## src/pkg/strap_cfg_pkg.sv

```systemverilog
package strap_cfg_pkg;

    // clock and serial memory timing
    localparam int unsigned CLK_HZ = 20_000_000;
    localparam int unsigned SCL_HZ = 100_000;
    localparam int unsigned QTR_CYC = CLK_HZ / (4 * SCL_HZ);
    localparam logic [5:0] QTR_LAST = 6'(QTR_CYC - 1);
    localparam logic [1:0] QTR_SAMPLE = 2'h2;
    localparam logic [1:0] QTR_END = 2'h3;
    localparam logic [3:0] ACK_BIT = 4'h8;
    localparam logic [3:0] LAST_DATA_BIT = 4'h7;

    // external port interface modes
    typedef enum logic [1:0] {
        MODE_OFF = 2'b00,
        MODE_REV_MII = 2'b01,
        MODE_FWD_MII = 2'b10,
        MODE_SEVEN_WIRE = 2'b11
    } ext_mode_t;

    // straps captured at reset
    typedef struct packed {
        logic glob;
        ext_mode_t mode;
        logic rsv;
        logic cfg_src;
    } strap_t;

    // one byte fetched from the configuration memory
    typedef struct packed {
        logic vld;
        logic [3:0] idx;
        logic [7:0] data;
    } mem_byte_t;

    localparam int NUM_PORTS = 9;
    localparam logic [7:0] PRIO_MAP_RST = 8'hf0;
    localparam logic [2:0] PRIO_LOW_MAX = 3'h3;
    localparam int PORT_EN_BIT = 4;
    localparam int RSV_BIT = 0;
    localparam int RSV_KB = 6;
    localparam logic [15:0] RSV_BYTES = 16'(RSV_KB * 1024);

    // configuration memory layout and bus codes
    localparam logic [3:0] MEM_REG_RSV = 4'h2;
    localparam logic [3:0] MEM_REG_MAP = 4'h3;
    localparam logic [3:0] MEM_REG_PORT0 = 4'h4;
    localparam logic [3:0] MEM_REG_LAST = 4'hc;
    localparam logic [7:0] MEM_DEV_WR = 8'ha0;
    localparam logic [7:0] MEM_DEV_RD = 8'ha1;
    localparam logic [7:0] MEM_START_ADDR = 8'h00;

    // wishbone register byte addresses
    localparam logic [7:0] ADDR_STATUS = 8'h00;
    localparam logic [7:0] ADDR_MAP = 8'h04;
    localparam logic [7:0] ADDR_PORT_EN = 8'h08;
    localparam logic [7:0] ADDR_RSV = 8'h0c;

endpackage

```

## src/design/cfg_mem_loader.sv

```systemverilog
`timescale 1ns/1ps
`default_nettype none
module cfg_mem_loader (
    input wire logic clk_i,                        // system clock
    input wire logic rst_i,                        // sync reset, high
    input wire logic start_i,                      // begin the fetch
    input wire logic sda_i,                        // data line level
    output logic scl_o,                            // serial clock out
    output logic sda_o,                            // data drive value
    output logic sda_oe_o,                         // data drive enable
    output strap_cfg_pkg::mem_byte_t byte_o,       // fetched byte
    output logic busy_o,                           // fetch running
    output logic done_o,                           // fetch over
    output logic loaded_o                          // all bytes read
);
    typedef enum logic [2:0] {
        LD_IDLE = 3'b000,
        LD_START = 3'b001,
        LD_TX = 3'b010,
        LD_RX = 3'b011,
        LD_STOP = 3'b100,
        LD_DONE = 3'b101
    } ld_phase_t;

    typedef struct packed {
        ld_phase_t phase;
        logic [5:0] qcnt;
        logic [1:0] qtr;
        logic [3:0] bitn;
        logic [1:0] txsel;
        logic rep;
        logic ok;
        logic loaded;
        logic [7:0] shreg;
        logic [3:0] ridx;
        logic scl;
        logic sda_low;
        strap_cfg_pkg::mem_byte_t outb;
    } ld_state_t;

    ld_state_t q;
    ld_state_t d;
    logic tick;
    logic last_q;
    logic sample;

    assign tick = (q.qcnt == strap_cfg_pkg::QTR_LAST);
    assign last_q = tick && (q.qtr == strap_cfg_pkg::QTR_END);
    assign sample = tick && (q.qtr == strap_cfg_pkg::QTR_SAMPLE);

    // bit engine: four quarters per bit, data moves only while scl is low except at start and stop
    always_comb
    begin
        d = q;
        d.outb.vld = 1'b0;
        if (q.phase != LD_IDLE && q.phase != LD_DONE)
        begin
            d.qcnt = tick ? 6'h00 : q.qcnt + 6'h01;
            d.qtr = tick ? q.qtr + 2'h1 : q.qtr;
        end
        unique case (q.phase)
            LD_IDLE:
            begin
                if (start_i)
                begin
                    d.phase = LD_START;
                    d.rep = 1'b0;
                end
            end
            LD_START:
            begin
                if (last_q)
                begin
                    d.phase = LD_TX;
                    d.bitn = 4'h0;
                    d.shreg = q.rep ? strap_cfg_pkg::MEM_DEV_RD : strap_cfg_pkg::MEM_DEV_WR;
                    d.txsel = q.rep ? 2'h2 : 2'h0;
                end
            end
            LD_TX:
            begin
                if (sample && q.bitn == strap_cfg_pkg::ACK_BIT)
                    d.ok = !sda_i;
                if (last_q && q.bitn == strap_cfg_pkg::ACK_BIT)
                begin
                    d.bitn = 4'h0;
                    // no answer means no memory fitted: give up quietly
                    if (!q.ok)
                        d.phase = LD_STOP;
                    else if (q.txsel == 2'h0)
                    begin
                        d.shreg = strap_cfg_pkg::MEM_START_ADDR;
                        d.txsel = 2'h1;
                    end
                    else if (q.txsel == 2'h1)
                    begin
                        d.phase = LD_START;
                        d.rep = 1'b1;
                    end
                    else
                    begin
                        d.phase = LD_RX;
                        d.ridx = 4'h0;
                    end
                end
                else if (last_q)
                begin
                    d.shreg = {q.shreg[6:0], 1'b0};
                    d.bitn = q.bitn + 4'h1;
                end
            end
            LD_RX:
            begin
                if (sample && q.bitn != strap_cfg_pkg::ACK_BIT)
                    d.shreg = {q.shreg[6:0], sda_i};
                if (last_q && q.bitn == strap_cfg_pkg::LAST_DATA_BIT)
                begin
                    d.outb.vld = 1'b1;
                    d.outb.idx = q.ridx;
                    d.outb.data = q.shreg;
                end
                if (last_q && q.bitn == strap_cfg_pkg::ACK_BIT)
                begin
                    d.bitn = 4'h0;
                    d.ridx = q.ridx + 4'h1;
                    if (q.ridx == strap_cfg_pkg::MEM_REG_LAST)
                    begin
                        d.phase = LD_STOP;
                        d.loaded = 1'b1;
                    end
                end
                else if (last_q)
                    d.bitn = q.bitn + 4'h1;
            end
            LD_STOP:
            begin
                if (last_q)
                    d.phase = LD_DONE;
            end
            LD_DONE:
            begin
                d.phase = LD_DONE;
            end
            default:
            begin
                d.phase = LD_DONE;
            end
        endcase
        // pin levels follow the next state; the line is only pulled low
        d.scl = (d.qtr == 2'h1) || (d.qtr == 2'h2);
        d.sda_low = 1'b0;
        unique case (d.phase)
            LD_START: d.sda_low = d.qtr[1];
            LD_TX: d.sda_low = (d.bitn != strap_cfg_pkg::ACK_BIT) && !d.shreg[7];
            LD_RX: d.sda_low = (d.bitn == strap_cfg_pkg::ACK_BIT) &&
                               (d.ridx != strap_cfg_pkg::MEM_REG_LAST);
            LD_STOP:
            begin
                d.sda_low = !d.qtr[1];
                d.scl = (d.qtr != 2'h0);
            end
            default: d.scl = 1'b1;
        endcase
        if (rst_i)
        begin
            d = '0;
            d.scl = 1'b1;
        end
    end

    always_ff @(posedge clk_i)
    begin
        q <= d;
    end

    // device owns the clock; data line is shared open-drain
    assign scl_o = q.scl;
    assign sda_o = 1'b0;
    assign sda_oe_o = q.sda_low;
    assign byte_o = q.outb;
    assign busy_o = (q.phase != LD_IDLE) && (q.phase != LD_DONE);
    assign done_o = (q.phase == LD_DONE);
    assign loaded_o = q.loaded;
endmodule
`default_nettype wire

```

## src/design/reset_strap_config_select.sv

```systemverilog
// Operation
// - global tag priority strap high enables priority on all ports unless memory disables it.
// - per-port enables from memory bit 4 supersede the global strap.
// - default priority map marks tag values above 3 high, below 4 low.
// - mode 00 off, 01 reverse MII, 10 forward MII, 11 seven-wire serial.
// - reserve strap high sets aside 6 KB for priority traffic, low none.
// - reserve setting from memory register 2 overrides the reserve strap.
// - source strap 0 picks processor, 1 picks serial memory or nothing.
// - device drives serial clock; the single data line is shared with memory.
// - straps are taken only in reset; later pin changes do nothing.
//
// Design decisions made here: the register addresses and the Wishbone interface to the registers.
`timescale 1ns/1ps
`default_nettype none
module reset_strap_config_select (
    input wire logic clk_i,                              // crystal clock in
    input wire logic rst_i,                              // sync reset, high
    input wire logic global_tag_priority_enable_i,       // strap
    input wire logic [1:0] ext_port_mode_select_i,       // strap
    input wire logic priority_buffer_reserve_i,          // strap
    input wire logic config_source_select_i,             // strap
    output logic scl_o,                                  // memory clock
    input wire logic sda_i,                              // memory data in
    output logic sda_o,                                  // memory data out
    output logic sda_oe_o,                               // memory data enable
    input wire logic wb_cyc_i,                           // wishbone cycle
    input wire logic wb_stb_i,                           // wishbone strobe
    input wire logic wb_we_i,                            // wishbone write
    input wire logic [7:0] wb_adr_i,                     // byte address
    input wire logic [3:0] wb_sel_i,                     // byte enables
    input wire logic [31:0] wb_dat_i,                    // write data
    output logic [31:0] wb_dat_o,                        // read data
    output logic wb_ack_o,                               // acknowledge
    input wire logic [2:0] tag_prio_i,                   // frame tag priority
    output logic high_priority_o,                        // class of last tag
    output logic [8:0] port_tag_prio_en_o,               // per-port enable
    output strap_cfg_pkg::ext_mode_t ext_port_mode_o,    // decoded mode
    output logic mii_port_enable_o,                      // mii in use
    output logic reverse_mii_o,                          // acts as phy
    output logic forward_mii_o,                          // acts as mac
    output logic seven_wire_serial_link_o,               // serial link mode
    output logic priority_buffer_reserve_o,              // reserve on
    output logic [15:0] reserved_bytes_o,                // reserved space
    output logic host_if_select_o,                       // processor source
    output logic config_ready_o                          // settings final
);
    typedef struct packed {
        strap_cfg_pkg::strap_t strap;
        logic started;
        logic [7:0] map;
        logic [8:0] port_val;
        logic port_set;
        logic rsv_val;
        logic rsv_set;
        logic high_prio;
        logic ack;
        logic [31:0] rdat;
    } cfg_state_t;

    cfg_state_t q;
    cfg_state_t d;
    strap_cfg_pkg::mem_byte_t mem_byte;
    logic ld_busy;
    logic ld_done;
    logic ld_loaded;
    logic ld_start;
    logic req;
    logic [3:0] port_idx;

    // fetch only when the serial memory is the chosen source
    assign ld_start = q.started == 1'b0 && q.strap.cfg_src;
    assign req = wb_cyc_i && wb_stb_i && !q.ack;
    assign port_idx = mem_byte.idx - strap_cfg_pkg::MEM_REG_PORT0;

    cfg_mem_loader loader (
        .clk_i(clk_i),
        .rst_i(rst_i),
        .start_i(ld_start),
        .sda_i(sda_i),
        .scl_o(scl_o),
        .sda_o(sda_o),
        .sda_oe_o(sda_oe_o),
        .byte_o(mem_byte),
        .busy_o(ld_busy),
        .done_o(ld_done),
        .loaded_o(ld_loaded)
    );

    // next state: straps, memory overrides, register bus, classifier
    always_comb
    begin
        d = q;
        d.started = 1'b1;
        // memory bytes override the latched straps
        if (mem_byte.vld)
        begin
            if (mem_byte.idx == strap_cfg_pkg::MEM_REG_RSV)
            begin
                d.rsv_val = mem_byte.data[strap_cfg_pkg::RSV_BIT];
                d.rsv_set = 1'b1;
            end
            else if (mem_byte.idx == strap_cfg_pkg::MEM_REG_MAP)
                d.map = mem_byte.data;
            else if (mem_byte.idx >= strap_cfg_pkg::MEM_REG_PORT0)
            begin
                d.port_val[port_idx] = mem_byte.data[strap_cfg_pkg::PORT_EN_BIT];
                d.port_set = 1'b1;
            end
        end
        // single-cycle slave: ack one edge after the strobe, unmapped reads zero
        d.ack = req;
        d.rdat = 32'h0000_0000;
        if (req && wb_we_i)
        begin
            // a processor write lands after a same-cycle memory byte, so it wins
            unique case (wb_adr_i)
                strap_cfg_pkg::ADDR_MAP:
                    if (wb_sel_i[0])
                        d.map = wb_dat_i[7:0];
                strap_cfg_pkg::ADDR_PORT_EN:
                begin
                    if (wb_sel_i[0])
                        d.port_val[7:0] = wb_dat_i[7:0];
                    if (wb_sel_i[1])
                        d.port_val[8] = wb_dat_i[8];
                    d.port_set = q.port_set || wb_sel_i[0] || wb_sel_i[1];
                end
                strap_cfg_pkg::ADDR_RSV:
                    if (wb_sel_i[0])
                    begin
                        d.rsv_val = wb_dat_i[0];
                        d.rsv_set = 1'b1;
                    end
                default:
                begin
                    d.ack = req;
                end
            endcase
        end
        else if (req)
        begin
            unique case (wb_adr_i)
                strap_cfg_pkg::ADDR_STATUS:
                    d.rdat = {24'h00_0000, ld_loaded, config_ready_o, ld_busy,
                              q.strap.cfg_src, priority_buffer_reserve_o,
                              q.strap.glob, q.strap.mode};
                strap_cfg_pkg::ADDR_MAP: d.rdat = {24'h00_0000, q.map};
                strap_cfg_pkg::ADDR_PORT_EN: d.rdat = {23'h00_0000, port_tag_prio_en_o};
                strap_cfg_pkg::ADDR_RSV: d.rdat = {31'h0000_0000, priority_buffer_reserve_o};
                default: d.rdat = 32'h0000_0000;
            endcase
        end
        // class via the map; the default map splits at 3 and 4
        d.high_prio = q.map[tag_prio_i];
        // pins are read only while reset is held
        if (rst_i)
        begin
            d = '0;
            d.map = strap_cfg_pkg::PRIO_MAP_RST;
            d.strap.glob = global_tag_priority_enable_i;
            d.strap.mode = strap_cfg_pkg::ext_mode_t'(ext_port_mode_select_i);
            d.strap.rsv = priority_buffer_reserve_i;
            d.strap.cfg_src = config_source_select_i;
        end
    end

    always_ff @(posedge clk_i)
    begin
        q <= d;
    end

    // per-port enable: memory or software bit, else the global strap
    genvar i;
    generate
        for (i = 0; i < strap_cfg_pkg::NUM_PORTS; i++)
        begin : g_port
            assign port_tag_prio_en_o[i] = q.port_set ? q.port_val[i] : q.strap.glob;
        end
    endgenerate

    // mode decode straight from the latched strap
    assign ext_port_mode_o = q.strap.mode;
    assign mii_port_enable_o = (q.strap.mode != strap_cfg_pkg::MODE_OFF);
    assign reverse_mii_o = (q.strap.mode == strap_cfg_pkg::MODE_REV_MII);
    assign forward_mii_o = (q.strap.mode == strap_cfg_pkg::MODE_FWD_MII);
    assign seven_wire_serial_link_o = (q.strap.mode == strap_cfg_pkg::MODE_SEVEN_WIRE);
    // reserve: memory or software value beats the strap
    assign priority_buffer_reserve_o = q.rsv_set ? q.rsv_val : q.strap.rsv;
    assign reserved_bytes_o = priority_buffer_reserve_o ? strap_cfg_pkg::RSV_BYTES : 16'h0000;
    assign host_if_select_o = !q.strap.cfg_src;
    assign config_ready_o = q.started && !ld_busy && (ld_done || !q.strap.cfg_src);
    assign high_priority_o = q.high_prio;
    assign wb_ack_o = q.ack;
    assign wb_dat_o = q.rdat;
endmodule
`default_nettype wire

```

## config.mk

```make
export PLATFORM = sky130hd
export DESIGN_NAME = reset_strap_config_select
export DESIGN_NICKNAME = d
export VERILOG_FILES = /design/src/pkg/strap_cfg_pkg.sv /design/src/design/cfg_mem_loader.sv /design/src/design/reset_strap_config_select.sv
export SDC_FILE = /design/constraint.sdc
export NUM_CORES = 1
export LEC_CHECK = 0
export ABC_AREA = 1
export BUFFER_PORTS_ARGS = -buffer_cell sky130_fd_sc_hd__clkbuf_2
export CAP_MARGIN = 40
export CORE_AREA = 2 2 142 144
export DETAILED_ROUTE_END_ITERATION = 6
export DIE_AREA = 0 0 144 146
export HOLD_SLACK_MARGIN = 0.02
export PLACE_DENSITY_LB_ADDON = 0.2
export SKIP_LAST_GASP = 1
export SLEW_MARGIN = 10
export SYNTH_ARGS = -nofsm -noshare
export SYNTH_HDL_FRONTEND = slang
export SYNTH_SLANG_ARGS = --single-unit
```

## constraint.sdc

```tcl
create_clock -name clk_i -period 2.75 [get_ports clk_i]
set_input_delay 0 -clock clk_i [delete_from_list [all_inputs] [get_ports clk_i]]
set_output_delay 0 -clock clk_i [all_outputs]
set_load 0.03 [all_outputs]
```

### Word-level counts from Yosys, hierarchy flattened

Cells that the tools add are included.

| storage, ports and cells | value |
|---|---|
| bits in registers | 107 |
| bits of input ports | 58 |
| output and inout bits | 71 |
| logic and storage cells | 204 |

| operators by class | value |
|---|---|
| add/sub/neg operators | 5 |
| magnitude comparators | 4 |
| eq/ne operators | 42 |
| mux-type cells | 76 |
| bitwise logic cells | 3 |
| reduce and logical (&&, ||, !) cells | 45 |

Operators by type and width:

| operator | number |
|---|---|
| 8-bit two-way mux | 9 |
| 55-bit two-way mux | 1 |
| 20-bit two-way mux | 2 |
| 9-bit one-hot mux with 4 select lines | 1 |
| 10-bit two-way mux | 3 |
| 3-bit two-way mux | 10 |
| 13-bit two-way mux | 2 |
| 4-bit two-way mux | 6 |
| 8-bit one-hot mux with 3 select lines | 1 |
| 18-bit two-way mux | 1 |
| 9-bit two-way mux | 2 |
| 1-bit two-way mux | 17 |
| 8-bit by 4-bit equality test with 1-bit output, second input constant | 2 |
| 1-bit logical AND | 16 |
| 2-bit two-way mux | 8 |
| 4-bit one-hot mux with 2 select lines | 2 |
| 3-bit one-hot mux with 5 select lines | 1 |
| 3-bit by 2-bit equality test with 1-bit output, second input constant | 4 |
| 4-bit equality test, second input constant | 3 |
| 12-bit two-way mux | 1 |
| 6-bit two-way mux | 2 |
| 2-bit by 1-bit != test with 1-bit output, second input constant | 6 |
| 4-bit != test, second input constant | 3 |
| 6-bit AND reduction | 2 |
| 39 further kinds | 70 |

### Longest topological paths before layout

Gate-level depths: netlist of the first run.

| depth | value |
|---|---|
| word-level depth | 14 |
| mapped depth | 18 |
| mapped depth without buffers | 17 |

### Hierarchy

A second synthesis of the first run with hierarchy kept.

| unflattened totals | value |
|---|---|
| cell total of the unflattened synthesis | 808 |
| area total of the unflattened synthesis | 5477.8 µm² |

Modules (own cells, without submodules):

| module | instances | cells an instance | area each (µm²) | sequential area each (µm²) |
|---|---|---|---|---|
| reset_strap_config_select | 1 | 433 | 2782.7 | 790.8 |
| cfg_mem_loader | 1 | 375 | 2695.1 | 940.9 |

### Worst setup path after synthesis of the first run

Ideal clock, no wire load.

| path | value |
|---|---|
| kind | register to register |
| from | reg loader.q[38] (netlist name) |
| to | reg loader.q (netlist bit loader.sda_oe_o) |
| library setup time | 109 ps |
| arrival | 1713 ps |
| required time | 2641 ps |
| path slack | 928 ps |
| cell stages (with the launch flop) | 15 |
| path buffers | 1 |
| clock period less this slack | 1822 ps |
| path through | dfxtp_1 > ha_1 > inv_1 > nor2_1 > nand3_2 > buf_6 > ha_1 > nand3b_1 > nand2_1 > a21oi_1 > nand2_1 > nand3_1 > nand3_1 > nand2_1 > inv_1 |

| between the ends | value |
|---|---|
| longest elaborated chain between the ends | 8 |
| elaborated cells between the ends (all ways) | 36 |
| those cells by class | eq/ne: 8; mux: 20; reduce/logical: 8 |

Ends and longest elaborated chain:

| element | line | RTL |
|---|---|---|
| start: declaration | cfg_mem_loader.sv:41 | `ld_state_t q;` |
| start signal: assignment | cfg_mem_loader.sv:173 | `q <= d;` |
| 6-bit equality test * | cfg_mem_loader.sv:47 | `assign tick = (q.qcnt == strap_cfg_pkg::QTR_LAST);` |
| 1-bit logical AND, on equally long branches | cfg_mem_loader.sv:48, cfg_mem_loader.sv:49 |  |
| 4-bit two-way mux (tied with other cells) | cfg_mem_loader.sv:106, cfg_mem_loader.sv:132 |  |
| 4-bit two-way mux (tied with other cells) | cfg_mem_loader.sv:84 | `if (last_q && q.bitn == strap_cfg_pkg::ACK_BIT)` |
| 4-bit one-hot mux with 2 select lines / 8-bit one-hot mux with 3 select lines (equally long branches) | cfg_mem_loader.sv:61 | `unique case (q.phase)` |
| 4-bit equality test (tied with other cells) | cfg_mem_loader.sv:155 | `LD_RX: d.sda_low = (d.bitn == strap_cfg_pkg::ACK_BIT) &&` |
| 1-bit logical AND, on equally long branches | cfg_mem_loader.sv:155, cfg_mem_loader.sv:154 |  |
| 1-bit one-hot mux with 4 select lines * | cfg_mem_loader.sv:152 | `unique case (d.phase)` |

Mark *: on every way between the ends. The rest lies on a longest branch, timed or not. The select of a mux whose other input is x is not followed.
A chain may end at the register's enable or synchronous reset.

### Worst setup path in the final report of the first run

| path | value |
|---|---|
| from | reg loader.q[38] (netlist name) |
| to | reg loader.q[24] (netlist name) |

| between the ends | value |
|---|---|
| longest elaborated chain between the ends | 5 |
| elaborated cells between the ends (all ways) | 13 |
| those cells by class | eq/ne: 6; mux: 2; reduce/logical: 5 |

Ends and longest elaborated chain:

| element | line |
|---|---|
| 6-bit equality test * | cfg_mem_loader.sv:47 |
| 1-bit logical AND, on equally long branches | cfg_mem_loader.sv:48, cfg_mem_loader.sv:49 |
| 1-bit logical AND, on equally long branches | cfg_mem_loader.sv:84, cfg_mem_loader.sv:114 |
| 3-bit by 2-bit != test with 1-bit output (no source line) (tied with other cells) | -- |
| 6-bit AND reduction (no source line) / 8-bit one-hot mux with 3 select lines (equally long branches) | -- |

Mark *: on every way between the ends. The rest lies on a longest branch, timed or not.

==> impl_metrics.ini, run 1 <==
[run_status]
status = completed

[flow_run]
drv_cap = 0

[global_routing]
grt_use_total_pct = 12.52
globalRouteOverflowTotal = 0
grt_pass1_vias = 3867
antenna_found_initial = 0
grt_max_degree = 40
grt_pass1_wl_um = 20450

[synthesis]
synthFlopType = dfxtp_1
syn_area_sq_mm = 0.004768
synth_edf_count = 5
async_flop_share_pct = 0
synth_cell_type_count = 42
yosys_register_bits = 84
synth_seq_area_share_pct = 36.32
avgSynthCellArea_sq_um = 6.971
syn_inst = 684
ys_warn_count = 0

[floorplanning]
io_pins = 129
start_util_pct = 24.66
die_y_um = 146
die_area_sq_mm = 0.02102
rows = 51
design.core.area_sq_mm = 0.01933
die_w_um = 144

[cells_and_area]
synthToLayoutAreaGrowth_pct = 17.71
nets = 820
antenna_cells = 0
drive_gt1_share_pct = 14.80

[pwr]
p_switching_uw = 777.9
internal_power_uw = 2038
combPwrFrac_pct = 11.7
cellPowerDensity_mw_per_mm2 = 501.7
clockPowerShare_pct = 43.4
ir_drop_v = 0.0002556
switching_share_pct = 27.63
p_seq_share_pct = 44.9
p_leak_uw = 0.002536

[drt]
routed_wl_um = 13090
drt_iter0_drc = 227
avgViaCountPerCell = 4.266
drc = 0
drtPass1Iterations = 5
final_antenna_net_count = 0
vias = 4360
wl_per_cell_um = 12.80

[clocking]
cts_made_buffers = 9
cts_buffer_depth = 2
insertion_delay_ns = 0.35
cts.sinks = 84
htreeDepth = 3
cts_setup_buffers = 0
cts.clk_slew.worst_paths_ns = 0.06
cts_tree = yes
cts_root_buf = clkbuf_16

[timing]
fmax_ghz = 0.4227
post-route-period-util_pct = 86.03
final_hold_viol_count = 0
hold_ws_ns = 0.01448
finalSetupViolCount = 0
fin_setup_tns_ns = 0
fin_skew_ns = 0.008241
rsz0062_at_grt = false
drv_slew = 0
timing.final.crit_period_ns = 2.366

[critical_path]
cp_max_fo = 12
cp.required_ns = 2.97
r2r_slack_ns = 0.38
start_kind = flop
endpoint_kind = flop
worstPathArrival_ns = 2.59
critPathKind = reg2reg

[placement]
gp_congestion = 0.8572
portBuffers = 65
hpwl_um = 10020

[worst_hold_path]
min_path_type = in2reg
[power by group through the flow]
stage,registers [uW],clock network [uW],logic [uW]
5_1_grt,1270,1320,361
3_5_place_dp,1290,0,311
4_1_cts,1260,1270,333
6_report,1260,1220,329
2_1_floorplan,1300,0,265
3_3_place_gp,1290,0,312
[metrics by stage]
| stage | setup slack (ns) | total power, uW | instances | cell area (sq um) | util [%] |
|---|---|---|---|---|---|
| 2_1_floorplan | 0.9281 | 1560 | 721 | 4907 | - |
| 3_3_place_gp | 0.4523 | 1605 | 986 | 5121 | 26.49 |
| 3_5_place_dp | 0.4560 | 1603 | 986 | 5121 | 26.49 |
| 4_1_cts | 0.4383 | 2870 | 1022 | 5613 | 29.03 |
| 5_1_grt | 0.1517 | 2949 | 1022 | 5613 | 29.03 |
| 6_report | 0.3841 | 2816 | 1022 | 5613 | 29.03 |
[worst paths after layout]
check	endpoint	cells past startpoint	from
worst max register to register	loader.q[24]$_SDFFE_PP0P_	10	loader.q[38]$_SDFFE_PP0P_
worst min register to register	loader.byte_o[7]$_SDFFE_PP0P_	2	loader.q[26]$_SDFF_PP0_
worst min-delay path	q[54]$_DFF_P_	2	rst_i
worst max-delay path	loader.q[24]$_SDFFE_PP0P_	10	loader.q[38]$_SDFFE_PP0P_
[registers in the layout (all words and copies together) (netlist names)]
signal,flops
loader.loaded_o,1
wb_dat_o,9
loader.sda_oe_o,1
high_priority_o,1
loader.byte_o,13
loader.q,31
q,24
ext_port_mode_o,2
loader.scl_o,1
wb_ack_o,1
[layer usage]
metal | routed length [um] | GRT usage, % | part of all wire [%]
met5 | 0 | 0 | 0
met4 | 302 | 5.735 | 2.3
met3 | 620 | 1.810 | 4.7
met2 | 5813 | 19.10 | 44
met1 | 6349 | 17.36 | 49
[cells by family after synthesis]
logic type      Yosys count  synth area share, %
simple gates            305                28.16
buf+inv                 158                17.08
compound gates          122                14.90
flops                    84                36.32
fa+ha+maj                10                2.624
mux                       3               0.6560
other cells               1              0.07864
xor+xnor                  1               0.1837
[placed cells by master, fill, tap and decap left out, drive strengths merged, types with 2 or more instances in the layout]
cell type / count
nor2: 82
a31oi: 8
conb: 38
clkbuf: 74
nor3: 10
o211ai: 5
nand4: 16
dlygate4sd3: 20
clkinvlp: 2
or2: 2
dfxtp: 79
nand2: 143
edfxtp: 5
ha: 10
nor3b: 3
inv: 88
a311oi: 6
o22ai: 7
clkinv: 3
a21oi: 43
and3: 2
buf: 6
nor4: 2
a211oi: 7
a221oi: 2
mux2i: 2
o21ai: 41
nand3: 44
[area by class of cell]
cell class                 count  area (sq um)
inverter                      87         326.6
timing repair buffer          91         570.5
fill                        2174         13720
clock buffer                   9         225.2
sequential                    84          1732
clock inverter                 7         66.31
tap                          265         331.6
multi-input combinational    479          2361
[timing repair]
item / CTS / global route
hold buffers: 20 / 0
hold endpoints to repair: 27 / 0
gates resized for setup: 0 / 0
[critical path, stage by stage, from the launching register on]
cell and delay [ns]:
dfxtp_1 0.40, ha_1 0.20, inv_1 0.04, nor2_1 0.14, nand3_2 0.26, nor2_2 0.34
nand3_1 0.17, nand3_1 0.37, inv_1 0.10, o21ai_0 0.17, a31oi_1 0.05
[cells in the mapped netlist (all sizes together) (2+ instances only)]
master	count	share of area (%)
nor2	82	7.2
o211ai	5	0.79
mux2i	2	0.42
a21oi	43	4.6
and3	2	0.26
dfxtp	79	33
nand4	16	2.1
edfxtp	5	3.1
or2	2	0.26
a221oi	2	0.37
a31oi	8	1.0
o21ai	41	4.5
a211oi	7	1.1
buf	61	9.4
a311oi	6	1.1
nor3b	3	0.47
inv	87	6.8
o22ai	7	0.92
nor3	10	1.0
nand3	44	4.9
clkbuf	10	0.79
nor4	2	0.26
ha	10	2.6
nand2	143	11
No activity file was read; power rests on OpenSTA's default activity.
==> inputs of run 2 (changes only) <==
--- a/config.mk
+++ b/config.mk
@@ -13,6 +13,7 @@
 export DIE_AREA = 0 0 144 146
 export HOLD_SLACK_MARGIN = 0.02
 export PLACE_DENSITY_LB_ADDON = 0.2
+export RECOVER_POWER = 100
 export SKIP_LAST_GASP = 1
 export SLEW_MARGIN = 10
 export SYNTH_ARGS = -nofsm -noshare
==> impl_metrics.ini, run 2 (synthesized netlist as in run 1, its figures left out) <==
[run_status]
status = finished, violations left
violations = max-capacitance violations, max-slew violations

[timing]
post-route-period-util_pct = 85.65
fin_setup_tns_ns = 0
relSlewSlack_pct = -36.13
finalSetupViolCount = 0
fin_skew_ns = 0.008958
tightest_slew_ns = 2.042
fmax_ghz = 0.4246
timing.final.crit_period_ns = 2.355
final_hold_viol_count = 0
rsz0062_at_grt = false
hold_ws_ns = 0.05210
drv_slew = 40

[global_routing]
grt_pass1_wl_um = 20450
grt_pass1_vias = 3867
grt_use_total_pct = 12.52
antenna_found_initial = 0
grt_max_degree = 40
globalRouteOverflowTotal = 0

[cells_and_area]
nFillCells = 2197
layout_commonest_cell = nand2_1
layout_common_cells = nand2_1 (140), inv_1 (81), dfxtp_1 (79)
multi_input_area_sq_mm = 0.002354
nets = 820
drive_gt1_share_pct = 9.511
synthToLayoutAreaGrowth_pct = 16.50
register_area_sq_mm = 0.001732
top_register = loader.q
largest_reg_flops = 31
antenna_cells = 0

[floorplanning]
die_y_um = 146
io_pins = 129
die_area_sq_mm = 0.02102
start_util_pct = 24.66
die_w_um = 144
design.core.area_sq_mm = 0.01933
rows = 51

[drt]
drc = 0
wl_per_cell_um = 12.86
final_antenna_net_count = 0
avgViaCountPerCell = 4.286
drtPass1Iterations = 6
drt_iter0_drc = 251
vias = 4380
routed_wl_um = 13140

[critical_path]
worstPathArrival_ns = 2.58
cp_max_fo = 12
start_kind = flop
critPathKind = reg2reg
cp.required_ns = 2.97
endpoint_kind = flop

[clocking]
cts.sinks = 84
cts_made_buffers = 9
ctsResizeCount = 0
cts_buffer_depth = 2
cts_root_buf = clkbuf_16
htreeDepth = 3
cts_tree = yes
cts_setup_buffers = 0
cts.clk_slew.worst_paths_ns = 0.07
cts_hold_buffers = 20
insertion_delay_ns = 0.35

[placement]
portBuffers = 65
gp_congestion = 0.8572
hpwl_um = 10020

[flow_run]
drv_cap = 1

[worst_hold_path]
min_path_type = in2reg

[pwr]
p_leak_uw = 0.002417
ir_drop_v = 0.0002532
cellPowerDensity_mw_per_mm2 = 505.9
-- run 2: cell count changes in the layout (fill, tap and decap cells not counted), sizes merged --
cell and change:
buf -2, clkbuf +2, clkinv +1, inv -1
-- run 2: final cells by class --
class | instances | share of cell area [%]
clock buffers | 9 | 4.054
clock inverters | 7 | 1.194
inverters | 87 | 5.878
multi-input cells | 479 | 42.36
flip-flops and latches | 84 | 31.17
well taps | 265 | 5.968
repair buffers | 91 | 9.369
-- run 2: where the power goes --
group / switching, uW / internal, uW / leakage [uW]
clock network: 525 / 700 / 0.000137
registers: 13.6 / 1250 / 0.000688
logic: 242 / 79.5 / 0.00159
total: 780 / 2030 / 0.00242
-- run 2: layer usage --
metal  GRT usage [%]  up-vias  share of wire (%)
met5               0        -                  0
met4           5.735        0                2.3
met3           1.810       19                4.6
met2           19.10      119                 44
met1           17.36     1939                 49
li1                -     2303                  -
-- run 2: worst paths after layout --
check,startpoint,to,slack (ns),cells after the start
setup reg to reg,loader.q[38]$_SDFFE_PP0P_,loader.q[24]$_SDFFE_PP0P_,0.39,10
setup / recovery,loader.q[38]$_SDFFE_PP0P_,loader.q[24]$_SDFFE_PP0P_,0.39,10
hold / removal,wb_adr_i[3],wb_dat_o[8]$_SDFF_PP0_,0.05,3
hold reg to reg,loader.q[26]$_SDFF_PP0_,loader.byte_o[7]$_SDFFE_PP0P_,0.45,2
-- run 2: critical path, cell delays in order, from the launching register on --
cell     delay [ns]
dfxtp_1        0.40
ha_1           0.20
inv_1          0.04
nor2_1         0.14
nand3_2        0.26
nor2_2         0.34
nand3_1        0.16
nand3_1        0.37
inv_1          0.10
o21ai_0        0.17
a31oi_1        0.05
-- run 2: through the flow --
step / setup WS (ns) / instances / utilization (%) / area, sq um / total power [uW]
2_1_floorplan: 0.9281 / 721 / - / 4907 / 1560
3_3_place_gp: 0.4523 / 986 / 26.49 / 5121 / 1605
3_5_place_dp: 0.4560 / 986 / 26.49 / 5121 / 1603
4_1_cts: 0.4383 / 1022 / 29.03 / 5613 / 2870
5_1_grt: 0.1285 / 1022 / 28.73 / 5555 / 2941
6_report: 0.3947 / 1022 / 28.73 / 5555 / 2811
